### src/include/slrc_defines.vh
// constants for the synthesizer loop reset control block
`ifndef SLRC_DEFINES_VH
`define SLRC_DEFINES_VH

// ----------------------------------------------------------------
// serial word layout
// ----------------------------------------------------------------
`define SLRC_WORD_W 24
`define SLRC_CNT_W 5
`define SLRC_CTRL_MSB 3
`define SLRC_CTRL_LSB 0
`define SLRC_CTRL_CSR 4'b1101
`define SLRC_CTRL_RST 4'b1111

// ----------------------------------------------------------------
// field positions
// ----------------------------------------------------------------
`define SLRC_CSR_MSB 23
`define SLRC_CSR_LSB 22
`define SLRC_MAIN_PUMP_FLOAT_BIT 4
`define SLRC_MAIN_CLEAR_BIT 5
`define SLRC_AUX_CLEAR_BIT 6
`define SLRC_AUX_PUMP_FLOAT_BIT 7
`define SLRC_LD_QUARTER_BIT 8

// ----------------------------------------------------------------
// reset values and counts
// ----------------------------------------------------------------
`define SLRC_CSR_RESET 2'h0
`define SLRC_BIT_RESET 1'b0
`define SLRC_LD_DIV 3'h4
`define SLRC_DIV_W 4
`define SLRC_FACTOR_HALF 4'h1
`define SLRC_FACTOR_QUARTER 4'h3
`define SLRC_FACTOR_SIXTEENTH 4'hF

`endif

### src/rtl/slrc_serial_rx.v
// three-line serial receiver, oversampled by the block clock
`timescale 1ns/1ps
`include "slrc_defines.vh"

module slrc_serial_rx (
   input wire ref_clk_i,
   input wire rst_n_i,
   input wire ser_clk_i,
   input wire ser_data_i,
   input wire ser_latch_i,
   output reg [`SLRC_WORD_W-1:0] word_o,
   output reg word_valid_o
);

   // ----------------------------------------------------------------
   // pin synchronisers
   // ----------------------------------------------------------------
   reg [2:0] clk_meta_reg;
   reg [1:0] data_meta_reg;
   reg [2:0] latch_meta_reg;
   reg [`SLRC_WORD_W-1:0] shift_reg;
   reg [`SLRC_CNT_W-1:0] count_reg;
   wire clk_rise;
   wire latch_rise;

   always @(posedge ref_clk_i or negedge rst_n_i) begin
      if (!rst_n_i) begin
         clk_meta_reg <= 3'h0;
         data_meta_reg <= 2'h0;
         latch_meta_reg <= 3'h0;
      end else begin
         clk_meta_reg <= {clk_meta_reg[1:0], ser_clk_i};
         data_meta_reg <= {data_meta_reg[0], ser_data_i};
         latch_meta_reg <= {latch_meta_reg[1:0], ser_latch_i};
      end
   end

   // edges are found between the second and third stages only
   assign clk_rise = clk_meta_reg[1] & ~clk_meta_reg[2];
   assign latch_rise = latch_meta_reg[1] & ~latch_meta_reg[2];

   // ----------------------------------------------------------------
   // shift and latch
   // ----------------------------------------------------------------
   always @(posedge ref_clk_i or negedge rst_n_i) begin
      if (!rst_n_i) begin
         shift_reg <= 24'h00_0000;
         count_reg <= 5'h00;
         word_o <= 24'h00_0000;
         word_valid_o <= 1'b0;
      end else begin
         word_valid_o <= 1'b0;
         if (latch_rise) begin
            // only a complete word is handed on; see see
            if (count_reg >= `SLRC_WORD_W) begin
               word_o <= shift_reg;
               word_valid_o <= 1'b1;
            end
            count_reg <= 5'h00;
         end else if (clk_rise) begin
            shift_reg <= {shift_reg[`SLRC_WORD_W-2:0], data_meta_reg[1]};
            if (count_reg < `SLRC_WORD_W)
               count_reg <= count_reg + 5'h01;
         end
      end
   end

endmodule

### src/rtl/slrc_top.v
// loop reset control: word decode, counter clears, pump float, lock detect rate
// Notes on behaviour
// The two-bit cycle slip reduction code picks a sample rate factor of 1, 1/2, 1/4 or 1/16.
// Words are 24 bits, 20 data bits over a 4-bit control code, all ones marking the reset word.
// The quarter-rate bit divides main-loop comparison events to lock detect by 4, auxiliary untouched.
// The host should set the quarter-rate bit when lock detect runs above a 20 MHz comparison rate.
// The auxiliary clear bit holds auxiliary N and R counters in reset and floats its pump.
// The main clear bit holds main N and R counters in reset and floats its pump.
// Leaving power-down, by software or by the enable pin, applies a counter reset.
// The main pump-float bit floats the main pump while its counters keep running.
// The auxiliary pump-float bit floats the auxiliary pump while its counters keep running.
// The host should keep both clear bits at zero in normal operation.
// Settings change only after a complete 24-bit word with the all-ones or the 1101 control code is latched.
`timescale 1ns/1ps
`include "slrc_defines.vh"

module slrc_top (
   input wire ref_clk_i,
   input wire rst_n_i,
   input wire ser_clk_i,
   input wire ser_data_i,
   input wire ser_latch_i,
   input wire chip_enable_i,
   input wire soft_power_down_i,
   input wire main_cmp_pulse_i,
   input wire aux_cmp_pulse_i,
   output reg [1:0] cycle_slip_reduction_o,
   output reg [3:0] csr_divide_o,
   output reg csr_sample_o,
   output reg main_ld_cmp_o,
   output reg aux_ld_cmp_o,
   output reg main_counter_reset_o,
   output reg aux_counter_reset_o,
   output reg main_pump_hiz_o,
   output reg aux_pump_hiz_o,
   output reg lock_detect_quarter_rate_o,
   output reg powered_up_o
);

   // ----------------------------------------------------------------
   // helpers
   // ----------------------------------------------------------------
   // last count of the sample divider for a reduction code
   function [`SLRC_DIV_W-1:0] csr_last;
      input [1:0] code;
      begin
         case (code)
            2'h1: csr_last = `SLRC_FACTOR_HALF;
            2'h2: csr_last = `SLRC_FACTOR_QUARTER;
            2'h3: csr_last = `SLRC_FACTOR_SIXTEENTH;
            default: csr_last = 4'h0;
         endcase
      end
   endfunction

   // ----------------------------------------------------------------
   // serial receiver
   // ----------------------------------------------------------------
   wire [`SLRC_WORD_W-1:0] rx_word;
   wire rx_valid;

   slrc_serial_rx u_rx (
      .ref_clk_i(ref_clk_i),
      .rst_n_i(rst_n_i),
      .ser_clk_i(ser_clk_i),
      .ser_data_i(ser_data_i),
      .ser_latch_i(ser_latch_i),
      .word_o(rx_word),
      .word_valid_o(rx_valid)
   );

   wire [3:0] rx_ctrl;
   wire csr_word;
   wire rst_word;

   assign rx_ctrl = rx_word[`SLRC_CTRL_MSB:`SLRC_CTRL_LSB];
   assign csr_word = rx_valid & (rx_ctrl == `SLRC_CTRL_CSR);
   assign rst_word = rx_valid & (rx_ctrl == `SLRC_CTRL_RST);

   // ----------------------------------------------------------------
   // settings
   // ----------------------------------------------------------------
   reg [1:0] csr_code_reg;
   reg main_clear_reg;
   reg aux_clear_reg;
   reg main_float_reg;
   reg aux_float_reg;
   reg quarter_reg;

   always @(posedge ref_clk_i or negedge rst_n_i) begin
      if (!rst_n_i) begin
         csr_code_reg <= `SLRC_CSR_RESET;
         main_clear_reg <= `SLRC_BIT_RESET;
         aux_clear_reg <= `SLRC_BIT_RESET;
         main_float_reg <= `SLRC_BIT_RESET;
         aux_float_reg <= `SLRC_BIT_RESET;
         quarter_reg <= `SLRC_BIT_RESET;
      end else begin
         if (csr_word)
            csr_code_reg <= rx_word[`SLRC_CSR_MSB:`SLRC_CSR_LSB];
         if (rst_word) begin
            main_clear_reg <= rx_word[`SLRC_MAIN_CLEAR_BIT];
            aux_clear_reg <= rx_word[`SLRC_AUX_CLEAR_BIT];
            main_float_reg <= rx_word[`SLRC_MAIN_PUMP_FLOAT_BIT];
            aux_float_reg <= rx_word[`SLRC_AUX_PUMP_FLOAT_BIT];
            quarter_reg <= rx_word[`SLRC_LD_QUARTER_BIT];
         end
      end
   end

   // ----------------------------------------------------------------
   // power state and power-up reset
   // ----------------------------------------------------------------
   reg [1:0] ce_sync_reg;
   reg powered_reg;
   wire powered_now;
   wire power_up_event;

   always @(posedge ref_clk_i or negedge rst_n_i) begin
      if (!rst_n_i)
         ce_sync_reg <= 2'h0;
      else
         ce_sync_reg <= {ce_sync_reg[0], chip_enable_i};
   end

   assign powered_now = ce_sync_reg[1] & ~soft_power_down_i;
   assign power_up_event = powered_now & ~powered_reg;

   always @(posedge ref_clk_i or negedge rst_n_i) begin
      if (!rst_n_i)
         powered_reg <= 1'b0;
      else
         powered_reg <= powered_now;
   end

   // ----------------------------------------------------------------
   // counter reset and pump float outputs
   // ----------------------------------------------------------------
   always @(posedge ref_clk_i or negedge rst_n_i) begin
      if (!rst_n_i) begin
         main_counter_reset_o <= 1'b1;
         aux_counter_reset_o <= 1'b1;
         main_pump_hiz_o <= 1'b1;
         aux_pump_hiz_o <= 1'b1;
         powered_up_o <= 1'b0;
         lock_detect_quarter_rate_o <= 1'b0;
         cycle_slip_reduction_o <= 2'h0;
      end else begin
         // power-down holds counters; the power-up cycle resets them once more
         main_counter_reset_o <= main_clear_reg | ~powered_now | power_up_event; // see
         aux_counter_reset_o <= aux_clear_reg | ~powered_now | power_up_event; // see
         // a counter reset always floats the pump, the power-up one included
         main_pump_hiz_o <= main_clear_reg | main_float_reg | ~powered_now | power_up_event; // see see
         aux_pump_hiz_o <= aux_clear_reg | aux_float_reg | ~powered_now | power_up_event; // see see
         powered_up_o <= powered_now;
         lock_detect_quarter_rate_o <= quarter_reg;
         cycle_slip_reduction_o <= csr_code_reg;
      end
   end

   // ----------------------------------------------------------------
   // lock detect comparison rate
   // ----------------------------------------------------------------
   reg [1:0] ld_div_reg;

   always @(posedge ref_clk_i or negedge rst_n_i) begin
      if (!rst_n_i) begin
         ld_div_reg <= 2'h0;
         main_ld_cmp_o <= 1'b0;
         aux_ld_cmp_o <= 1'b0;
      end else begin
         aux_ld_cmp_o <= aux_cmp_pulse_i;
         if (!quarter_reg) begin
            ld_div_reg <= 2'h0;
            main_ld_cmp_o <= main_cmp_pulse_i;
         end else if (main_cmp_pulse_i) begin
            // one event in four passes on
            ld_div_reg <= ld_div_reg + 2'h1;
            main_ld_cmp_o <= (ld_div_reg == 2'h3);
         end else begin
            main_ld_cmp_o <= 1'b0;
         end
      end
   end

   // ----------------------------------------------------------------
   // cycle slip reduction sample rate
   // ----------------------------------------------------------------
   reg [`SLRC_DIV_W-1:0] csr_cnt_reg;

   always @(posedge ref_clk_i or negedge rst_n_i) begin
      if (!rst_n_i) begin
         csr_cnt_reg <= 4'h0;
         csr_sample_o <= 1'b0;
         csr_divide_o <= 4'h0;
      end else begin
         csr_divide_o <= csr_last(csr_code_reg);
         if (main_counter_reset_o) begin
            csr_cnt_reg <= 4'h0;
            csr_sample_o <= 1'b0;
         end else if (main_cmp_pulse_i) begin
            if (csr_cnt_reg >= csr_last(csr_code_reg)) begin
               csr_cnt_reg <= 4'h0;
               csr_sample_o <= 1'b1;
            end else begin
               csr_cnt_reg <= csr_cnt_reg + 4'h1;
               csr_sample_o <= 1'b0;
            end
         end else begin
            csr_sample_o <= 1'b0;
         end
      end
   end

endmodule

### config.mk
export PLATFORM = sky130hd
export DESIGN_NAME = slrc_top
export DESIGN_NICKNAME = d
export VERILOG_FILES = /design/src/rtl/slrc_serial_rx.v /design/src/rtl/slrc_top.v
export VERILOG_INCLUDE_DIRS = /design/src /design/src/include
export SDC_FILE = /design/constraint.sdc
export NUM_CORES = 1
export LEC_CHECK = 0
export ABC_AREA = 1
export BUFFER_PORTS_ARGS = -buffer_cell sky130_fd_sc_hd__buf_2
export CORE_ASPECT_RATIO = 1.4
export CORE_UTILIZATION = 63
export CTS_CLUSTER_DIAMETER = 120
export DETAILED_ROUTE_END_ITERATION = 12
export HOLD_SLACK_MARGIN = 0.02
export PLACE_DENSITY = 0.94
export RECOVER_POWER = 100
export SYNTH_ARGS = -nofsm -noshare
export SYNTH_HDL_FRONTEND = slang
export SYNTH_SLANG_ARGS = --single-unit
### constraint.sdc
create_clock -name ref_clk_i -period 3.7 [get_ports ref_clk_i]
set_input_delay 0.37 -clock ref_clk_i [delete_from_list [all_inputs] [get_ports ref_clk_i]]
set_output_delay 0.37 -clock ref_clk_i [all_outputs]
set_load 0.005 [all_outputs]
==> summary.md <==
| Metric | Value |
|---|---|
| Status | `complete, but fails checks` |
| Violated checks | `capacitance limit, slew limit` |
| Vias in the first global route | `1863` |
| Inserted Diodes | `0` |
| Tightest Pin Transition | `1.781 ns` |
| Core ar. | `4608 um^2` |
| Library cells used by synthesis | `27` |
| Pwr dens | `476.0 nW/um^2` |
| CTS Root Cell | `clkbuf_8` |
| Max reg flops | `24` |
| RSZ-0062 raised after global routing | `false` |
| Crit Path Max Fanout | `33` |
| WL/cell | `11.07 um` |
| CP Launch Point | `u_rx.latch_meta_reg[1]` |
| Crit path kind | `reg -> reg` |
| CTS HTree Levels | `3` |
| Cell accounting for the most synthesized area | `dfrtp_1` |
| Post-cts sizing count | `0` |
| First-pass DRT Iterations | `4` |
| I/O Buffers | `23` |
| I/O pin count | `24` |
| Commonest non-fill, non-tap cell in the layout | `nand2_1` |
| Total Wirelength | `4.349 mm` |
| Syn nets | `318` |
| Peak supply drop | `359.6 uV` |
| Setup_tns | `0 ns` |
| Postcts setup bufs | `0` |
| Inserted Clock Buffers | `9` |
| Cells after Synth | `301` |
| WP data arrival | `2.31 ns` |
| Static leakage | `1.712 nW` |
| Pre-CTS setup slack | `2.136 ns` |
| Fmax | `476.6 MHz` |
| Crit path required time | `3.92 ns` |
| Overall power | `1.562 mW` |
| Detailed-route DRC error count | `0` |
| Slew HR | `-18.74%` |
| Synth Warn # | `0` |
| Reg-to-reg startpoint | `u_rx.latch_meta_reg[1]` |
| Most frequent cells in the layout | `nand2_1 (92), dfrtp_1 (74), inv_1 (33)` |
| Critical path endpoint category | `flip-flop` |
| Initial core utilization | `67.15%` |
| Synth Register Bits | `78` |
| Clock transition at the registers of the reported paths | `0.07 ns` |
| Post-route setup slack | `1.602 ns` |
| Clk Latency, worst-skew pair | `0.34 ns` |
| Type of element launching the critical path | `flip-flop` |
| First-pass GRT wire length | `7.631 mm` |
| Final-report hold violation count | `0` |
| Final nets | `343` |
| Vias per inst | `5.038` |
| Routed Antenna Nets | `0` |
| Maximum number of pins on one net before global-route repair | `79` |
| Worst R2R Path Depth | `7` |
| Iteration-0 DRC count of the detailed router | `99` |
| Synth Area per Inst | `10.28 um^2` |
| Reg-to-reg slack, setup | `1.60 ns` |
| Max Cap Viol | `1` |
| Hold_buf cts | `0` |
| Clock Path Buffers | `2` |
| Worst r2r dst | `u_rx.shift_reg[0]` |
| GPL Wtd Cong | `0.7436` |
| Area grow syn2layout | `6.025%` |
| CTS tree | `built` |
| Initial antenna violation count | `0` |
| Sequential area share after synthesis | `63.24%` |
| Cells after DPL | `377` |
| Final worst path period share | `56.71%` |
| Cell Count, Final, Fillers Out | `393` |
| Share of cells above drive strength 1 | `11.48%` |
| Slew Limit Fails | `79` |
| Layout Utilization | `71.19%` |
| # clock sinks | `78` |
| Routed via count | `1980` |
| Hold endpoint | `u_rx.clk_meta_reg[0]` |
| Hold depth | `1` |
| Synth top area share | `59.85%` |
| Setup-failing EPs final | `0` |
| Worst min-delay path startpoint | `ser_clk_i` |
| Min cycle time layout | `2.098 ns` |
| Tightest Hold Check Type | `in -> reg` |
| Total Routing Usage GR | `20.35%` |
| Die area | `5200 um^2` |
| Synth area leaders | `dfrtp_1 (60%), nand2_1 (11%), inv_1 (4.0%)` |
| DP Wirelength | `2.968 mm` |
| Final Skew | `0.007490 ns` |
| Post-Syn Area | `3094 um^2` |
| Die extent in x | `61.23 um` |
| FP Rows | `29` |
| Die Y | `84.92 um` |
| GRT overflow | `0` |
==> logic make-up (layout without fill, tap and decap cells) <==
family / Yosys count / in the layout / share of synthesized area (%)
buffers and inverters: 45 / 75 / 7.116
XOR/XNOR: 1 / 1 / 0.2831
flip-flops: 78 / 78 / 63.24
adder cells (fa/ha/maj): 8 / 8 / 3.235
AO/OA/AOI/OAI: 36 / 36 / 7.036
AND/OR/NAND/NOR: 133 / 133 / 19.09
==> synth_stat cells <==
library cell   n
nand3_1       10
clkbuf_2       1
ha_1           8
xnor2_1        1
nand3b_1       1
inv_1         33
o21ai_1       10
buf_4          2
buf_6          5
nand4_1        6
a21oi_1        8
nor2_2         1
nor2_1        16
inv_2          1
dfstp_2        4
or2_1          2
nand2_2        4
o21ai_0        8
or2_2          1
inv_4          2
nand4_2        1
nand2_1       88
dfrtp_1       74
o21ai_2       10
nand2_8        1
clkbuf_1       1
nor2_4         2
==> report_power, final <==
part / internal [mW] / total, mW / switching (mW)
Sequential: 0.903 / 0.931 / 0.0280
Clock: 0.241 / 0.531 / 0.290
Combinational: 0.0319 / 0.100 / 0.0682
==> how the worst max path moves through the flow <==
stage | slack [ns] | cells after the start | end
after global routing | 1.31 | 7 | u_rx.shift_reg[0]
final | 1.60 | 7 | u_rx.shift_reg[0]
after floorplan | 2.24 | 10 | csr_sample_o
after CTS | 2.12 | 10 | csr_sample_o
after global placement | 2.18 | 10 | csr_sample_o
after detailed placement | 2.14 | 10 | csr_sample_o
==> worst max-delay path, stage by stage, from the launching register on <==
cell        delay (ns)
dfrtp_1           0.35
inv_1             0.04
nor2_1            0.15
clkinvlp_2        0.26
nand2_1           0.77
inv_4             0.19
nand2_1           0.12
o21ai_0           0.08
==> cell type report <==
cell class	count	area, um^2
Sequential cell	78	1957
Timing Repair Buffer	23	105.1
Multi-Input combinational cell	178	835.8
Clock inverter	6	38.79
Clock buffer	10	127.6
Fill cell	356	1328
Tap cell	62	77.57
Inverter	36	138.9
==> layer usage <==
layer	share of wire, %	up-vias	global-route usage, %	wire length (um)
met5	0	-	0	0
met1	44	949	23.39	1909
met4	2.3	0	10.54	98
li1	-	994	-	-
met2	51	28	33.40	2204
met3	3.2	9	5.945	137
==> stage by stage <==
| step | hold WS [ns] | cell area (um^2) |
|---|---|---|
| floorplan | 0.07441 | 3094 |
| global placement | 0.3316 | 3209 |
| detailed placement | 0.3358 | 3209 |
| CTS | 0.1177 | 3376 |
| global route | 0.1088 | 3281 |
| finish | 0.1326 | 3281 |
Power figures use the tool's default switching activity.
